$ cat config.mk
export PLATFORM = sky130hd
export DESIGN_NAME = gcc_top
export DESIGN_NICKNAME = d
export VERILOG_FILES = /design/src/gcc_pkg.sv /design/src/gcc_i2c_if.sv /design/src/gcc_top.sv /design/src/gcc_i2c_master.sv /design/src/gcc_pin_mux.sv
export SDC_FILE = /design/constraint.sdc
export NUM_CORES = 1
export LEC_CHECK = 0
export BUFFER_PORTS_ARGS = -buffer_cell sky130_fd_sc_hd__buf_2
export CORE_MARGIN = 8
export CORE_UTILIZATION = 61
export CTS_CLUSTER_DIAMETER = 100
export DETAILED_ROUTE_END_ITERATION = 7
export GPL_ROUTABILITY_DRIVEN = 0
export GPL_TIMING_DRIVEN = 0
export PLACE_DENSITY_LB_ADDON = 0.3
export SLEW_MARGIN = 20
export SYNTH_ARGS = -nofsm -noshare
export SYNTH_HDL_FRONTEND = slang
export SYNTH_HIERARCHICAL = 1
export SYNTH_SLANG_ARGS = --single-unit
$ cat constraint.sdc
create_clock -name clk -period 2.9 [get_ports clk]
set_input_delay 0.435 -clock clk [delete_from_list [all_inputs] [get_ports clk]]
set_output_delay 0.435 -clock clk [all_outputs]
set_load 0.02 [all_outputs]
$ cat src/gcc_pkg.sv
// constants and types shared by the receiver companion control block
//
// Operation
// - receiver i2c traffic only after the host has switched the receiver on
// - the i2c port is a master only and never answers as a slave
// - bus lines are only pulled low or released, never driven high
// - supply-enable pin defaults to pin-function code 3
// - receiver mode 1 drives the supply-enable pin high
// - receiver mode 0, the default, drives the supply-enable pin low
// - data-ready pin defaults to pin-function code 4
// - mode 1 with io setting 16 makes data-ready an input that wakes idle; the code does so only with extended_support set
// - otherwise data-ready is tri-stated with its pull-down on
// - with power saving on and no receiver traffic, idle is allowed
// - rtc-sync pin defaults to pin-function code 5
// - mode 1 with io setting 32 drives the sync signal on rtc-sync; the code does so only with extended_support set
// - otherwise rtc-sync is driven low
// - local aiding saves receiver data and restores it at next power-up
// - basic variant never idles while the receiver link is enabled
package gcc_pkg;

	// clock and bus rate
	localparam int CLK_HZ     = 25_000_000;
	localparam int I2C_BIT_HZ = 100_000;
	localparam int I2C_QTR_CYC_INT =
		(CLK_HZ + 4 * I2C_BIT_HZ - 1) / (4 * I2C_BIT_HZ);
	localparam logic [6:0] I2C_QTR_LAST = 7'(I2C_QTR_CYC_INT - 1);

	// rtc sync timing, in microseconds and in cycles
	localparam int RTC_PERIOD_US  = 1_000_000;
	localparam int RTC_PULSE_US   = 100;
	localparam int RTC_PERIOD_CYC = RTC_PERIOD_US * (CLK_HZ / 1_000_000);
	localparam int RTC_PULSE_CYC  = RTC_PULSE_US * (CLK_HZ / 1_000_000);

	// pin-function codes
	localparam logic [2:0] PINFN_SUPPLY_EN  = 3'h3;
	localparam logic [2:0] PINFN_DATA_READY = 3'h4;
	localparam logic [2:0] PINFN_RTC_SYNC   = 3'h5;

	// receiver io setting bits (16 and 32)
	localparam int IOCFG_DR_BIT  = 4;
	localparam int IOCFG_RTC_BIT = 5;
	localparam logic [7:0] IOCFG_RESET = 8'h00;

	// default receiver address, arbitrary
	localparam logic [6:0] RX_ADDR_DEFAULT = 7'h42;

	// i2c frame: address byte, ack, data byte, ack
	localparam logic [4:0] FRAME_ACK1 = 5'h08;
	localparam logic [4:0] FRAME_LAST = 5'h11;
	localparam logic [4:0] FRAME_D0   = 5'h09;

	// local aiding store
	localparam int AID_BYTES = 8;
	localparam logic [2:0] AID_LAST = 3'h7;

	typedef enum logic [1:0] {
		GCC_E_IDLE  = 2'b00,
		GCC_E_START = 2'b01,
		GCC_E_BITS  = 2'b10,
		GCC_E_STOP  = 2'b11
	} gcc_eng_state_t;

	typedef enum logic [1:0] {
		GCC_A_IDLE    = 2'b00,
		GCC_A_RESTORE = 2'b01,
		GCC_A_UPLOAD  = 2'b10,
		GCC_A_HOST    = 2'b11
	} gcc_aid_state_t;

endpackage : gcc_pkg

$ cat src/gcc_i2c_if.sv
// request and answer signals between the sequencer and the i2c engine
`timescale 1ns/1ns
interface gcc_i2c_if;
	logic       req;
	logic       rw;
	logic [6:0] addr;
	logic [7:0] wdata;
	logic [7:0] rdata;
	logic       done;
	logic       ack_ok;
	logic       busy;

	modport engine (
		input  req, rw, addr, wdata,
		output rdata, done, ack_ok, busy
	);
	modport client (
		output req, rw, addr, wdata,
		input  rdata, done, ack_ok, busy
	);
endinterface : gcc_i2c_if

$ cat src/gcc_top.sv
// receiver companion control: pins, i2c link, idle gating, aiding store
`timescale 1ns/1ns
module gcc_top #(
	parameter int RTC_PERIOD_CYC = gcc_pkg::RTC_PERIOD_CYC,
	parameter int RTC_PULSE_CYC  = gcc_pkg::RTC_PULSE_CYC,
	parameter logic [6:0] RX_ADDR = gcc_pkg::RX_ADDR_DEFAULT
) (
	// clock and reset
	input  wire logic       clk,
	input  wire logic       srst,
	// host settings, taken on settings_load
	input  wire logic       settings_load,
	input  wire logic       rx_mode,
	input  wire logic [7:0] receiver_io_setting,
	input  wire logic [2:0] fn_supply,
	input  wire logic [2:0] fn_ready,
	input  wire logic [2:0] fn_rtc,
	input  wire logic       power_saving_en,
	input  wire logic       local_aiding_en,
	input  wire logic       extended_support,
	// host byte relay to the receiver
	input  wire logic       host_req,
	input  wire logic       host_rw,
	input  wire logic [7:0] host_wdata,
	output logic            host_ready,
	output logic            host_done,
	output logic            host_ack_ok,
	output logic [7:0]      host_rdata,
	// power management
	output logic            idle_allowed,
	output logic            wake_pulse,
	output logic            aid_store_valid,
	// receiver i2c link
	input  wire logic       scl_i,
	output logic            scl_o,
	output logic            scl_oe,
	input  wire logic       sda_i,
	output logic            sda_o,
	output logic            sda_oe,
	// receiver gpio pins
	output logic            gps_supply_enable_pin_o,
	output logic            gps_supply_enable_pin_oe,
	input  wire logic       gps_data_ready_pin_i,
	output logic            gps_data_ready_pin_pd_en,
	output logic            gps_rtc_sync_pin_o,
	output logic            gps_rtc_sync_pin_oe
);

	////////////////////////////////
	// settings

	logic       mode_reg;
	logic [7:0] iocfg_reg;
	logic [2:0] fn_supply_reg;
	logic [2:0] fn_ready_reg;
	logic [2:0] fn_rtc_reg;
	logic       psv_reg;
	logic       aid_en_reg;
	logic       ext_reg;
	logic       mode_d_reg;

	always_ff @(posedge clk) begin
		if (srst) begin
			mode_reg      <= 1'b0;
			iocfg_reg     <= gcc_pkg::IOCFG_RESET;
			fn_supply_reg <= gcc_pkg::PINFN_SUPPLY_EN;
			fn_ready_reg  <= gcc_pkg::PINFN_DATA_READY;
			fn_rtc_reg    <= gcc_pkg::PINFN_RTC_SYNC;
			psv_reg       <= 1'b0;
			aid_en_reg    <= 1'b0;
			ext_reg       <= 1'b0;
		end else if (settings_load) begin
			mode_reg      <= rx_mode;
			iocfg_reg     <= receiver_io_setting;
			fn_supply_reg <= fn_supply;
			fn_ready_reg  <= fn_ready;
			fn_rtc_reg    <= fn_rtc;
			psv_reg       <= power_saving_en;
			aid_en_reg    <= local_aiding_en;
			ext_reg       <= extended_support;
		end
	end

	always_ff @(posedge clk) begin
		if (srst)
			mode_d_reg <= 1'b0;
		else
			mode_d_reg <= mode_reg;
	end

	wire power_up = mode_reg && !mode_d_reg;

	////////////////////////////////
	// input synchronisers

	logic [1:0] scl_sync_reg;
	logic [1:0] sda_sync_reg;
	logic [1:0] dr_sync_reg;
	logic       dr_d_reg;

	always_ff @(posedge clk) begin
		if (srst) begin
			scl_sync_reg <= 2'h3;
			sda_sync_reg <= 2'h3;
			dr_sync_reg  <= 2'h0;
			dr_d_reg     <= 1'b0;
		end else begin
			scl_sync_reg <= {scl_sync_reg[0], scl_i};
			sda_sync_reg <= {sda_sync_reg[0], sda_i};
			dr_sync_reg  <= {dr_sync_reg[0], gps_data_ready_pin_i};
			dr_d_reg     <= dr_sync_reg[1];
		end
	end

	////////////////////////////////
	// rtc sync pulse train, restarted at every receiver power-up

	logic [31:0] rtc_cnt_reg;
	wire rtc_wrap  = (rtc_cnt_reg == 32'(RTC_PERIOD_CYC - 1));
	wire rtc_level = mode_reg && (rtc_cnt_reg < 32'(RTC_PULSE_CYC));

	always_ff @(posedge clk) begin
		if (srst || !mode_reg || rtc_wrap)
			rtc_cnt_reg <= 32'h0000_0000;
		else
			rtc_cnt_reg <= rtc_cnt_reg + 32'h0000_0001;
	end

	////////////////////////////////
	// pin drive, registered so a setting change cannot glitch a pin

	wire supply_level;
	wire supply_drive;
	wire ready_sense;
	wire rtc_out_level;

	gcc_pin_mux u_pin_mux (
		.rx_mode       (mode_reg),
		.extended      (ext_reg),
		.io_setting    (iocfg_reg),
		.fn_supply     (fn_supply_reg),
		.fn_ready      (fn_ready_reg),
		.fn_rtc        (fn_rtc_reg),
		.rtc_level     (rtc_level),
		.supply_level  (supply_level),
		.supply_drive  (supply_drive),
		.ready_sense   (ready_sense),
		.rtc_out_level (rtc_out_level)
	);

	logic sup_o_reg;
	logic sup_oe_reg;
	logic pd_en_reg;
	logic sense_reg;
	logic rtc_o_reg;
	logic rtc_oe_reg;

	always_ff @(posedge clk) begin
		if (srst) begin
			// undriven in reset: the board pull-down keeps it off
			sup_o_reg  <= 1'b0;
			sup_oe_reg <= 1'b0;
			pd_en_reg  <= 1'b1;
			sense_reg  <= 1'b0;
			rtc_o_reg  <= 1'b0;
			rtc_oe_reg <= 1'b0;
		end else begin
			sup_o_reg  <= supply_level;
			sup_oe_reg <= supply_drive;
			pd_en_reg  <= !ready_sense;
			sense_reg  <= ready_sense;
			rtc_o_reg  <= rtc_out_level;
			rtc_oe_reg <= 1'b1;
		end
	end

	assign gps_supply_enable_pin_o  = sup_o_reg;
	assign gps_supply_enable_pin_oe = sup_oe_reg;
	assign gps_data_ready_pin_pd_en = pd_en_reg;
	assign gps_rtc_sync_pin_o       = rtc_o_reg;
	assign gps_rtc_sync_pin_oe      = rtc_oe_reg;

	////////////////////////////////
	// i2c engine

	gcc_i2c_if i2c_bus ();

	gcc_i2c_master u_i2c (
		.clk    (clk),
		.srst   (srst),
		.bus    (i2c_bus),
		.scl_in (scl_sync_reg[1]),
		.sda_in (sda_sync_reg[1]),
		.scl_oe (scl_oe),
		.sda_oe (sda_oe)
	);

	assign scl_o = 1'b0;
	assign sda_o = 1'b0;

	////////////////////////////////
	// aiding store and request sequencer

	gcc_pkg::gcc_aid_state_t aid_state_reg;
	logic [7:0] aid_mem_reg [gcc_pkg::AID_BYTES];
	logic [2:0] aid_idx_reg;
	logic       aid_valid_reg;
	logic       req_reg;
	logic       rw_reg;
	logic [7:0] wdata_reg;
	logic       host_done_reg;
	logic       host_ack_reg;
	logic [7:0] host_rdata_reg;

	wire seq_idle = (aid_state_reg == gcc_pkg::GCC_A_IDLE);
	wire link_up  = mode_reg;
	wire eng_free = !i2c_bus.busy && !req_reg;
	wire aid_go   = power_up && aid_en_reg;
	wire host_go  = host_req && host_ready;
	wire aid_end  = i2c_bus.done && aid_idx_reg == gcc_pkg::AID_LAST;

	assign host_ready   = link_up && seq_idle && eng_free && !power_up;
	assign i2c_bus.req   = req_reg;
	assign i2c_bus.rw    = rw_reg;
	assign i2c_bus.addr  = RX_ADDR;
	assign i2c_bus.wdata = wdata_reg;

	always_ff @(posedge clk) begin
		req_reg       <= 1'b0;
		host_done_reg <= 1'b0;
		if (srst) begin
			aid_state_reg  <= gcc_pkg::GCC_A_IDLE;
			aid_idx_reg    <= 3'h0;
			aid_valid_reg  <= 1'b0;
			rw_reg         <= 1'b0;
			wdata_reg      <= 8'h00;
			host_ack_reg   <= 1'b0;
			host_rdata_reg <= 8'h00;
		end else if (!link_up) begin
			// receiver switched off: abandon any sequence, keep the store
			aid_state_reg <= gcc_pkg::GCC_A_IDLE;
		end else begin
			unique case (aid_state_reg)
				gcc_pkg::GCC_A_IDLE: begin
					aid_idx_reg <= 3'h0;
					if (aid_go && aid_valid_reg) begin
						aid_state_reg <= gcc_pkg::GCC_A_RESTORE;
						req_reg       <= 1'b1;
						rw_reg        <= 1'b0;
						wdata_reg     <= aid_mem_reg[3'h0];
					end else if (aid_go) begin
						aid_state_reg <= gcc_pkg::GCC_A_UPLOAD;
						req_reg       <= 1'b1;
						rw_reg        <= 1'b1;
					end else if (host_go) begin
						aid_state_reg <= gcc_pkg::GCC_A_HOST;
						req_reg       <= 1'b1;
						rw_reg        <= host_rw;
						wdata_reg     <= host_wdata;
					end
				end
				gcc_pkg::GCC_A_RESTORE: begin
					if (i2c_bus.done) begin
						aid_idx_reg <= aid_idx_reg + 3'h1;
						req_reg     <= 1'b1;
						rw_reg      <= aid_end;
						wdata_reg   <= aid_mem_reg[aid_idx_reg + 3'h1];
						if (aid_end)
							aid_state_reg <= gcc_pkg::GCC_A_UPLOAD;
					end
				end
				gcc_pkg::GCC_A_UPLOAD: begin
					if (i2c_bus.done) begin
						aid_idx_reg <= aid_idx_reg + 3'h1;
						if (aid_end) begin
							aid_state_reg <= gcc_pkg::GCC_A_IDLE;
							aid_valid_reg <= 1'b1;
						end else begin
							req_reg <= 1'b1;
						end
					end
				end
				gcc_pkg::GCC_A_HOST: begin
					if (i2c_bus.done) begin
						aid_state_reg  <= gcc_pkg::GCC_A_IDLE;
						host_done_reg  <= 1'b1;
						host_ack_reg   <= i2c_bus.ack_ok;
						host_rdata_reg <= i2c_bus.rdata;
					end
				end
			endcase
		end
	end

	// store written per entry by index
	for (genvar i = 0; i < gcc_pkg::AID_BYTES; i++) begin : g_aid
		always_ff @(posedge clk) begin
			if (srst)
				aid_mem_reg[i] <= 8'h00;
			else if (aid_state_reg == gcc_pkg::GCC_A_UPLOAD &&
				i2c_bus.done && aid_idx_reg == 3'(i))
				aid_mem_reg[i] <= i2c_bus.rdata;
		end
	end

	assign host_done       = host_done_reg;
	assign host_ack_ok     = host_ack_reg;
	assign host_rdata      = host_rdata_reg;
	assign aid_store_valid = aid_valid_reg;

	////////////////////////////////
	// idle gating and wake

	logic idle_reg;
	logic wake_reg;

	// receiver announcing data keeps us awake until it has been read
	wire rx_talking = sense_reg && dr_sync_reg[1];
	wire link_busy  = i2c_bus.busy || req_reg || !seq_idle;
	wire basic_hold = !ext_reg && link_up;

	always_ff @(posedge clk) begin
		if (srst) begin
			idle_reg <= 1'b0;
			wake_reg <= 1'b0;
		end else begin
			idle_reg <= psv_reg && !link_busy && !rx_talking &&
				!basic_hold;
			wake_reg <= sense_reg && dr_sync_reg[1] && !dr_d_reg;
		end
	end

	assign idle_allowed = idle_reg;
	assign wake_pulse   = wake_reg;

endmodule : gcc_top

$ cat src/gcc_i2c_master.sv
// single-byte i2c master engine, open-drain drive, clock stretching aware
`timescale 1ns/1ns
module gcc_i2c_master (
	// clock and reset
	input  wire logic clk,
	input  wire logic srst,
	// request side
	gcc_i2c_if.engine bus,
	// synchronised bus levels
	input  wire logic scl_in,
	input  wire logic sda_in,
	// pull-low enables
	output logic      scl_oe,
	output logic      sda_oe
);

	gcc_pkg::gcc_eng_state_t state_reg;
	logic [6:0]  qcnt_reg;
	logic [1:0]  ph_reg;
	logic [4:0]  idx_reg;
	logic [17:0] tx_reg;
	logic [7:0]  rx_reg;
	logic        ack_reg;
	logic        rw_reg;
	logic        done_reg;
	logic        scl_low_reg;
	logic        sda_low_reg;

	wire tick      = (qcnt_reg == gcc_pkg::I2C_QTR_LAST);
	wire is_ack    = (idx_reg == gcc_pkg::FRAME_ACK1) ||
		(!rw_reg && idx_reg == gcc_pkg::FRAME_LAST);
	wire is_rdbit  = rw_reg && idx_reg >= gcc_pkg::FRAME_D0 &&
		idx_reg < gcc_pkg::FRAME_LAST;
	// slave holding scl low freezes the sample phase
	wire stretched = (state_reg != gcc_pkg::GCC_E_START) &&
		(ph_reg == 2'h2) && !scl_in;

	// only pull-low enables leave the engine; the pin level is never driven high
	assign scl_oe      = scl_low_reg;
	assign sda_oe      = sda_low_reg;
	assign bus.busy    = (state_reg != gcc_pkg::GCC_E_IDLE);
	assign bus.done    = done_reg;
	assign bus.rdata   = rx_reg;
	assign bus.ack_ok  = ack_reg;

	always_ff @(posedge clk) begin
		if (srst || state_reg == gcc_pkg::GCC_E_IDLE || tick)
			qcnt_reg <= 7'h00;
		else
			qcnt_reg <= qcnt_reg + 7'h01;
	end

	// master-only sequencing; no address match logic exists at all
	always_ff @(posedge clk) begin
		done_reg <= 1'b0;
		if (srst) begin
			state_reg   <= gcc_pkg::GCC_E_IDLE;
			ph_reg      <= 2'h0;
			idx_reg     <= 5'h00;
			tx_reg      <= 18'h3FFFF;
			rx_reg      <= 8'h00;
			ack_reg     <= 1'b0;
			rw_reg      <= 1'b0;
			scl_low_reg <= 1'b0;
			sda_low_reg <= 1'b0;
		end else if (state_reg == gcc_pkg::GCC_E_IDLE) begin
			if (bus.req) begin
				state_reg <= gcc_pkg::GCC_E_START;
				rw_reg    <= bus.rw;
				ack_reg   <= 1'b1;
				ph_reg    <= 2'h0;
				tx_reg    <= {bus.addr, bus.rw, 1'b1,
					bus.rw ? 8'hFF : bus.wdata, 1'b1};
			end
		end else if (tick && !stretched) begin
			ph_reg <= ph_reg + 2'h1;
			unique case (state_reg)
				gcc_pkg::GCC_E_START: begin
					if (ph_reg == 2'h1)
						sda_low_reg <= 1'b1;
					if (ph_reg == 2'h2)
						scl_low_reg <= 1'b1;
					if (ph_reg == 2'h3) begin
						state_reg <= gcc_pkg::GCC_E_BITS;
						idx_reg   <= 5'h00;
					end
				end
				gcc_pkg::GCC_E_BITS: begin
					if (ph_reg == 2'h0)
						sda_low_reg <= ~tx_reg[17];
					if (ph_reg == 2'h1)
						scl_low_reg <= 1'b0;
					if (ph_reg == 2'h2 && is_ack)
						ack_reg <= ack_reg & ~sda_in;
					if (ph_reg == 2'h2 && is_rdbit)
						rx_reg <= {rx_reg[6:0], sda_in};
					if (ph_reg == 2'h3) begin
						scl_low_reg <= 1'b1;
						tx_reg      <= {tx_reg[16:0], 1'b1};
						idx_reg     <= idx_reg + 5'h01;
						if (idx_reg == gcc_pkg::FRAME_LAST)
							state_reg <= gcc_pkg::GCC_E_STOP;
					end
				end
				gcc_pkg::GCC_E_STOP: begin
					if (ph_reg == 2'h0)
						sda_low_reg <= 1'b1;
					if (ph_reg == 2'h1)
						scl_low_reg <= 1'b0;
					if (ph_reg == 2'h2)
						sda_low_reg <= 1'b0;
					if (ph_reg == 2'h3) begin
						state_reg <= gcc_pkg::GCC_E_IDLE;
						done_reg  <= 1'b1;
					end
				end
				default: state_reg <= gcc_pkg::GCC_E_IDLE;
			endcase
		end
	end

endmodule : gcc_i2c_master

$ cat src/gcc_pin_mux.sv
// decides the drive of the three receiver gpio pins from the settings
`timescale 1ns/1ns
module gcc_pin_mux (
	// settings
	input  wire logic       rx_mode,
	input  wire logic       extended,
	input  wire logic [7:0] io_setting,
	input  wire logic [2:0] fn_supply,
	input  wire logic [2:0] fn_ready,
	input  wire logic [2:0] fn_rtc,
	input  wire logic       rtc_level,
	// decided pin drive
	output logic            supply_level,
	output logic            supply_drive,
	output logic            ready_sense,
	output logic            rtc_out_level
);

	wire supply_fn = (fn_supply == gcc_pkg::PINFN_SUPPLY_EN);
	wire ready_fn  = (fn_ready == gcc_pkg::PINFN_DATA_READY);
	wire rtc_fn    = (fn_rtc == gcc_pkg::PINFN_RTC_SYNC);

	// the pin follows the receiver mode; other functions leave it low
	assign supply_level = supply_fn && rx_mode;
	assign supply_drive = 1'b1;

	// sensing only in the full data-ready configuration
	assign ready_sense = ready_fn && extended && rx_mode &&
		io_setting[gcc_pkg::IOCFG_DR_BIT];

	assign rtc_out_level = rtc_fn && extended && rx_mode &&
		io_setting[gcc_pkg::IOCFG_RTC_BIT] && rtc_level;

endmodule : gcc_pin_mux

==> impl_results.md, run 1 <==
* Outcome: finished clean
* Vias after detailed routing at 6,784
* Clock Tree Buf Depth at 2
* Clk root buf: clkbuf_16
* CP required at about 3300 ps
* Fill cell total of the finished layout at 1,114
* Fin crit share at 0.886
* Post-DR wirelength/cell at roughly 17 um
* Final Non-Filler Cells at between 1,000 and 1,500
* First-iteration detailed-routing DRC count at between 300 and 400
* Horiz. Die Dim at between 100 and 150 um
* Arrival time at the worst endpoint at 2930 ps
* Hold Worst Slack at 187 ps
* First-pass GRT wire length at ~33 mm
* Vias in the first global route at approximately 6,700
* Max incr delay on CP at 390 ps
* Final setup margin at 329 ps
* Hold Crit Class: in -> reg
* Fin Clk Skew at between 8 and 9 ps
* Post_cts resized at 0
* Setup bufs post-CTS at 0
* Crit end category: register
* Critical-path cell list: clkbuf_2 > inv_2 > ha_1 > buf_4 > buf_6 > mux4_2 > nand2_1 > and3_1 > or3_1 > a21oi_1
* Relative slew slack at 0.560
* Post-route ant nets at 0
* # setup viols final at 0
* Clock Power Share at 0.416
* Gr usage total at 0.205
* Final instance area at around 10,000 um2
* Num CTS Buffers at 17
* Min Tclk post-route at about 2600 ps
* Clock Pin Slew Worst Setup and Hold Paths at around 70 ps
* Net switching power at ~0.0012 W
* Dpl cells at roughly 1,200
* Seq pwr share at 0.551
* Post-Place Worst Slack at around 120 ps
* Area growth from synthesis to layout at 11.7%
* Largest register FFs at 64
* Initial antenna violation count at 0
* Site row count at 45
* Full die area at 19,400 um2
* Max Slew Vio Count at 0
* Share of layout cells above drive strength 1 at 0.161
* Multi-input gate area at ~4400 um2
* Diodes inserted at 0
* Logic pwr share at 0.033
* CTS tree: done
* # hold bufs at CTS at 0
* Max-cap violations at 0
* Core ar. at around 15,000 um2
* Max Clk Rate at approximately 0.39 GHz
* VDD IR max at between 0.4 and 0.5 mV
* Fin. Hold Viols at 0
* Final wirelength at just under 20 mm
* Cells after Synth at between 900 and 1,000
* Slowest-stage cell, CP: dfxtp_1
* IO Pins at 60
* # port buffers at 50
* Residual DRC count at 0
* Vias per cell at 5.71
* Clock H-tree levels at 4
* Clock tree sinks at just under 200
* Setup TNS at 0 ps
* Clk_lat worst skew at about 430 ps
* Remaining global-route overflow at 0
* Mapped cell area at 9290 um2
* RSZ-0062 raised after global routing: no
* Reg area at roughly 4600 um2
* Critical-path maximum fanout at 11
* First-pass iteration count of the detailed router at 5
* Synth warnings at 6
* Critical path class: reg -> reg
* Synth Area per Inst at between 10 and 15 um2
* Hpwl dp at roughly 14 mm
* Largest net degree at the start of global routing at 20
* Final nets at between 1,000 and 1,500
* Power Dens Cells at 518 nW/um2
* P_int at slightly above 0.004 W
* Initial Utilization at 0.618
* Leakage Power at about 3.8 nW
* Startpoint types: register
* Die Ht at between 100 and 150 um
* Slew @ Worst Pin at about 660 ps
* Switching Share at 0.229
* Placed Area at just under 10,000 um2
-- critical path: cells and delay by family (launching register included) --
| kind | cells | cell delay (ps) |
|---|---|---|
| AO/OA/AOI/OAI | 1 | 130 |
| adder cells (fa/ha/maj) | 1 | 310 |
| buffers and inverters | 4 | 760 |
| flip-flops | 1 | 390 |
| multiplexers | 1 | 330 |
| AND/OR/NAND/NOR | 3 | 560 |
-- cell usage in the layout, fill, tap and decap left out, drive strengths merged, types with 16 or more instances in the layout --
cell    count
nor2       83
edfxtp     64
inv        33
o21ai      23
mux4       16
nand4      20
dfxtp     135
nand2      99
mux2i      28
nor2b      18
nand3      23
a21oi      42
xor2       24
ha         25
buf        77
clkbuf     38
and2       72
-- final cells by class --
cell class / count / share of cell area
Sequential cell: 199 / 0.446
Multi-Input combinational cell: 644 / 0.420
Clock buffer: 17 / 0.0410
Timing Repair Buffer: 50 / 0.0241
Buffer: 48 / 0.0239
Tap cell: 188 / 0.0227
Clock inverter: 15 / 0.0134
Inverter: 27 / 0.00977
-- per-stage QoR --
step | total power [W] | utilization
6_report | 0.00537 | 0.690
5_1_grt | 0.00554 | 0.690
4_1_cts | 0.00542 | 0.689
3_5_place_dp | 0.00320 | 0.652
3_3_place_gp | 0.00319 | 0.652
2_1_floorplan | 0.00313 | -
-- power groups by stage --
stage	logic, W	clock network (W)	registers [W]
after detailed placement	0.000177	0	0.00302
after global routing	0.000195	0.00238	0.00296
after CTS	0.000177	0.00228	0.00296
after floorplan	0.000113	0	0.00301
after global placement	0.000174	0	0.00302
final	0.000177	0.00224	0.00296
-- routing by layer --
layer | up-vias | GRT usage | wire length, um
met5 | - | 0 | 0
met4 | 0 | 0.0809 | 504
met3 | 38 | 0.0479 | 1040
met2 | 168 | 0.358 | 9860
met1 | 3219 | 0.240 | 8360
li1 | 3359 | - | -
-- worst paths after layout --
check | end | startpoint | depth (start not counted) | slack (ps)
max reg2reg | i2c_bus.wdata[0]$_SDFFE_PP0P_ | aid_idx_reg[0]$_SDFFE_PP0P_ | 10 | 330
max | i2c_bus.wdata[0]$_SDFFE_PP0P_ | aid_idx_reg[0]$_SDFFE_PP0P_ | 10 | 330
min | scl_sync_reg[0]$_SDFF_PP1_ | scl_i | 2 | 190
min reg2reg | wake_pulse$_SDFF_PP0_ | dr_d_reg$_SDFF_PP0_ | 1 | 410
(Power assumes the default switching activity.)
==> run 2: changes to the inputs <==
--- a/config.mk
+++ b/config.mk
@@ -5,13 +5,13 @@
 export SDC_FILE = /design/constraint.sdc
 export NUM_CORES = 1
 export LEC_CHECK = 0
+export ABC_AREA = 1
 export BUFFER_PORTS_ARGS = -buffer_cell sky130_fd_sc_hd__buf_2
 export CORE_MARGIN = 8
 export CORE_UTILIZATION = 61
 export CTS_CLUSTER_DIAMETER = 100
 export DETAILED_ROUTE_END_ITERATION = 7
 export GPL_ROUTABILITY_DRIVEN = 0
-export GPL_TIMING_DRIVEN = 0
 export PLACE_DENSITY_LB_ADDON = 0.3
 export SLEW_MARGIN = 20
 export SYNTH_ARGS = -nofsm -noshare
==> run 2 against run 1 <==
Against the previous run:
- largest cell class unchanged
- synthesized cell count up 47%
- highest routed layer unchanged
- die area is 5.8% higher
- clock skew rose by 4.1 ps
- maximum frequency shrank 3.0%
- critical endpoint is now host_ready
- combinational power grew 37%
- global-route usage grew 2.2 points
==> impl_results.md, run 2 <==
* Outcome: finished clean
* Flop-to-flop setup slack at 470 ps
* Dpl cells at about 1,600
* Remaining global-route overflow at 0
* Slew @ Worst Pin at between 1000 and 1500 ps
* Arrival time at the worst endpoint at around 2200 ps
* Num CTS Buffers at 17
* Worst path buffer plus inverter count at 3
* Slowest-stage cell, CP: ha_2
* Clock H-tree levels at 4
* Clk_lat worst skew at 450 ps
* Site row count at between 40 and 50
* Relative slew slack at 0.287
* Tot Pwr at 0.00564 W
* Hold endpoint: scl_sync_reg[0]$_SDFF_PP1_
* Fin Clk Skew at around 12 ps
* Largest net degree at the start of global routing at ~40
* Hold Crit Class: in -> reg
* Gr usage total at 0.227
* RSZ-0062 raised after global routing: no
* Area growth from synthesis to layout at 10.1%
* CP required at approximately 2500 ps
* Diodes inserted at 0
* Largest register FFs at between 60 and 70
* Horiz. Die Dim at 143 um
* Residual DRC count at 0
* Final core occ at 0.686
* Full die area at about 21,000 um2
* Max Clk Rate at 0.377 GHz
* Initial Utilization at 0.623
* Hold_sp: scl_i
* Max incr delay on CP at approximately 450 ps
* Synth Area per Inst at between 7 and 8 um2
* Reg-to-Reg Start: u_i2c/state_reg[0]$_SDFFE_PP0P_
* # setup viols final at 0
* Die Ht at around 140 um
* Max-cap violations at 0
* Final nets at 1,438
* Crit end category: output pin
* Reg area at around 4600 um2
* Startpoint types: register
* First-pass GRT wire length at 37.4 mm
* Most used cell, CP: nor2_1
* Critical path class: reg -> out
* Top Family by Delay on Critical Path: buffers and inverters
* Critical-path cell list: inv_1 > ha_2 > clkinvlp_4 > nor2_1 > nand2_1 > nor2_1 > buf_2
* Hold Path Depth at 2
* Post-DR wirelength/cell at about 14 um
* Clock Pin Slew Worst Setup and Hold Paths at approximately 80 ps
* Mapped cell area at about 9900 um2
* Synth warnings at 6
* First-pass iteration count of the detailed router at 6
* Clock Tree Buf Depth at 2
* Min Tclk post-route at between 2000 and 3000 ps
* CTS tree: done
* Core ar. at between 15,000 and 20,000 um2
* Leading cell type in the layout, fill and taps excluded: nand2_1
* Vias per cell at 5.32
* Fin. Hold Viols at 0
* Share of layout cells above drive strength 1 at 0.100
* Post-route ant nets at 0
* Hpwl dp at around 16 mm
* Vias in the first global route at about 8,000
* Cells after Synth at ~1,300
* Clk root buf: clkbuf_16
* Most frequent cells in the layout: 312 x nand2_1, 227 x nor2_1, 179 x inv_1
* Multi-input gate area at 4310 um2
* Critical-path maximum fanout at 20
* First-iteration detailed-routing DRC count at 788
* Power Dens Cells at 518 nW/um2
* Reg2reg end: u_i2c/tx_reg[9]$_SDFFE_PP1P_
* Clock tree sinks at between 150 and 200
* Max Slew Vio Count at 0
* Worst R2R Path Depth at 10
* VDD IR max at about 0.49 mV
* Leakage Power at roughly 4.5 nW
* # port buffers at around 50
* Final Non-Filler Cells at between 1,500 and 2,000
* Fin crit share at 0.914
* Vias after detailed routing at 8,531
* Initial antenna violation count at 0
* Fill cell total of the finished layout at between 1,000 and 1,500
* IO Pins at 60
* Setup TNS at 0 ps
* Final wirelength at between 20 and 25 mm
[run 2: worst max path at each step]
stage                     slack [ps]                              end                            start  depth (start not counted)
after floorplan                  810  aid_mem_reg[2][0]$_SDFFCE_PN0P_      aid_idx_reg[0]$_SDFFE_PP0P_                          6
after global placement           290     u_i2c/tx_reg[9]$_SDFFE_PP1P_  u_i2c/state_reg[0]$_SDFFE_PP0P_                          9
after detailed placement         210     u_i2c/tx_reg[1]$_SDFFE_PP1P_  u_i2c/state_reg[0]$_SDFFE_PP0P_                          9
after CTS                        120                       host_ready  u_i2c/state_reg[0]$_SDFFE_PP0P_                          7
after global routing              70                       host_ready  u_i2c/state_reg[0]$_SDFFE_PP0P_                          7
final                            250                       host_ready  u_i2c/state_reg[0]$_SDFFE_PP0P_                          7
[run 2: through the flow]
step	worst slack [ps]	hold WS (ps)	instance area, um2
final	250	165	10900
after global routing	72.7	149	10900
after CTS	116	144	10900
after detailed placement	210	395	10200
after global placement	291	390	10200
after floorplan	811	375	9920
[run 2: where the power goes]
group          internal (W)  leakage, nW  switching (W)  total, W
sequential          0.00294         1.70      0.0000313   0.00297
combinational     0.0000813         2.52       0.000162  0.000243
clock               0.00119        0.302        0.00123   0.00243
[run 2: routing by layer]
layer  vias up  GRT usage  routed length [um]
met3        49     0.0551                1630
met2       300      0.361               10100
li1       4303          -                   -
met4         0     0.0836                 582
met1      3879      0.295               10200
met5         -          0                   0
[run 2: what timing repair did]
action                                  4_1_cts  5_1_grt
hold buffers                                  0        0
endpoints found under the setup margin        1        1
hold endpoints to repair                      0        0
setup buffers                                 0        2
resized for setup                             1        1
[run 2: final cells by class]
| class | instances | area share |
|---|---|---|
| clock buffers | 17 | 0.0390 |
| repair buffers | 62 | 0.0310 |
| clock inverters | 15 | 0.0183 |
| multi-input cells | 903 | 0.395 |
| well taps | 216 | 0.0248 |
| inverters | 193 | 0.0670 |
| flip-flops and latches | 199 | 0.424 |
==> run 3: changes to the inputs <==
--- a/config.mk
+++ b/config.mk
@@ -5,7 +5,6 @@
 export SDC_FILE = /design/constraint.sdc
 export NUM_CORES = 1
 export LEC_CHECK = 0
-export ABC_AREA = 1
 export BUFFER_PORTS_ARGS = -buffer_cell sky130_fd_sc_hd__buf_2
 export CORE_MARGIN = 8
 export CORE_UTILIZATION = 61
==> run 3 against run 2 <==
Against the previous run:
- flip-flop and latch count did not move
- wire length fell by 11%
- first-iteration DRC count fell by 37%
- die area fell by 5.4%
- maximum frequency rose by 7.2%
- sequential share of layout area rose by 2.7 points
- final cell count fell by 28%
- utilization fell by 0.42 points
- worst hold slack improved by 8.2 ps
- highest routed layer unchanged
==> impl_results.md, run 3 (synthesis gave the netlist of run 1 again) <==
* # port buffers at between 50 and 60
* Hold Crit Class: in -> reg
* Multi-input gate area at between 4000 and 5000 um2
* First-iteration detailed-routing DRC count at around 490
* Vias after detailed routing at 6,787
* Fin crit share at 0.852
* Startpoint types: register
* Initial Utilization at 0.618
* Post-Place Worst Slack at approximately 450 ps
* Clock Power Share at 0.419
* # setup viols final at 0
* Min Tclk post-route at about 2500 ps
* Relative slew slack at 0.537
* Final Non-Filler Cells at 1,155
* Clock Pin Slew Worst Setup and Hold Paths at roughly 70 ps
* Net switching power at 0.00117 W
* Fill cell total of the finished layout at about 1,200
* Hpwl dp at between 10 and 15 mm
* Setup TNS at 0 ps
* Residual DRC count at 0
* # hold bufs at CTS at 0
* Gr usage total at 0.208
* Logic pwr share at 0.031
* Arrival time at the worst endpoint at ~2800 ps
* Slowest-stage cell, CP: dfxtp_1
* Outcome: finished clean
* IO Pins at 60
* CTS tree: done
* WL met3 at just over 1 mm
* Top Family by Delay on Critical Path: simple AND/OR/NAND/NOR gates
* Crit end category: register
* Reg area at ~4600 um2
* VDD IR max at a little over 0.5 mV
* Max incr delay on CP at approximately 570 ps
* Full die area at slightly below 20,000 um2
* Site row count at between 40 and 50
* Clk_lat worst skew at 440 ps
* Share of layout cells above drive strength 1 at 0.158
* Hold_sp: scl_i
* Final setup margin at between 400 and 500 ps
* Vias per cell at 5.88
* Reg-to-Reg Start: aid_idx_reg[0]$_SDFFE_PP0P_
* Post-DR wirelength/cell at 17.3 um
* Clock H-tree levels at 4
* Fin Clk Skew at about 17 ps
* Leading cell type in the layout, fill and taps excluded: dfxtp_1
* Vias in the first global route at between 6,000 and 7,000
* First-pass iteration count of the detailed router at 5
* Initial antenna violation count at 1
* Area growth from synthesis to layout at 10.3%
* Num CTS Buffers at 17
* Clock Tree Buf Depth at 2
* Largest register FFs at 64
* Switching Share at 0.217
* Max Clk Rate at ~0.4 GHz
* Met1 WL at between 8 and 9 mm
* First-pass GRT wire length at 32.7 mm
* Leakage Power at 3.77 nW
* Seq pwr share at 0.550
* Die Ht at 139 um
* Most frequent cells in the layout: 135 x dfxtp_1, 99 x nand2_1, 83 x nor2_1
* Worst path buffer plus inverter count at 2
* Clk root buf: clkbuf_16
* Horiz. Die Dim at around 140 um
* DR top layer: met4
* Post-route ant nets at 0
* RSZ-0062 raised after global routing: no
* Critical-path maximum fanout at 11
* P_int at around 0.0042 W
* Critical-path cell list: inv_2 > ha_1 > buf_4 > mux4_2 > nand2_1 > and3_1 > or3_1 > a21oi_1
* Power Dens Cells at around 530 nW/um2
* CP required at around 3300 ps
* Fin. Hold Viols at 0
* Post_cts resized at 0
* Core ar. at between 15,000 and 20,000 um2
* Max-cap violations at 0
* Max Slew Vio Count at 0
* Setup crit start: aid_idx_reg[0]$_SDFFE_PP0P_
* Slew @ Worst Pin at approximately 690 ps
* Dpl cells at approximately 1,100
* Final wirelength at 20.0 mm
* Remaining global-route overflow at 0
* Clock tree sinks at 199
* Met2 routed WL at ~9.7 mm
* Setup bufs post-CTS at 0
* Largest net degree at the start of global routing at between 60 and 70
* Critical path class: reg -> reg
* Final nets at a little over 1,000
## run 3: power by group through the flow
stage                     clock network, W  logic, W  registers, W
after floorplan                          0  0.000113       0.00301
after global routing               0.00241  0.000184       0.00297
after global placement                   0  0.000164       0.00303
after CTS                          0.00230  0.000168       0.00296
final                              0.00226  0.000167       0.00297
after detailed placement                 0  0.000166       0.00303
## run 3: worst paths after layout
check / to / slack, ps / cells past startpoint
setup / recovery: i2c_bus.wdata[3]$_SDFFE_PP0P_ / 430 / 8
hold reg to reg: wake_pulse$_SDFF_PP0_ / 390 / 1
hold / removal: scl_sync_reg[0]$_SDFF_PP1_ / 170 / 2
setup reg to reg: i2c_bus.wdata[3]$_SDFFE_PP0P_ / 430 / 8
## run 3: stage by stage
step / total power, W / utilization / instance area [um2] / hold WS (ps)
finish: 0.00539 / 0.682 / 10200 / 173
global route: 0.00557 / 0.681 / 10200 / 169
CTS: 0.00544 / 0.681 / 10200 / 164
detailed placement: 0.00319 / 0.644 / 9670 / 389
global placement: 0.00319 / 0.644 / 9670 / 380
floorplan: 0.00313 / - / 9310 / 375
## run 3: area by class of cell
type	count	share of cell area
antenna	2	0.000488
clock buffer	19	0.0453
clock inverter	12	0.0101
inverter	27	0.00989
multi-input combinational	644	0.424
sequential	199	0.451
tap	188	0.0230
timing repair buffer	64	0.0357
## run 3: routing by layer
layer | track usage | up-vias
met4 | 0.0820 | 0
met1 | 0.260 | 3269
met2 | 0.343 | 183
met3 | 0.0482 | 35
li1 | - | 3300
met5 | 0 | -
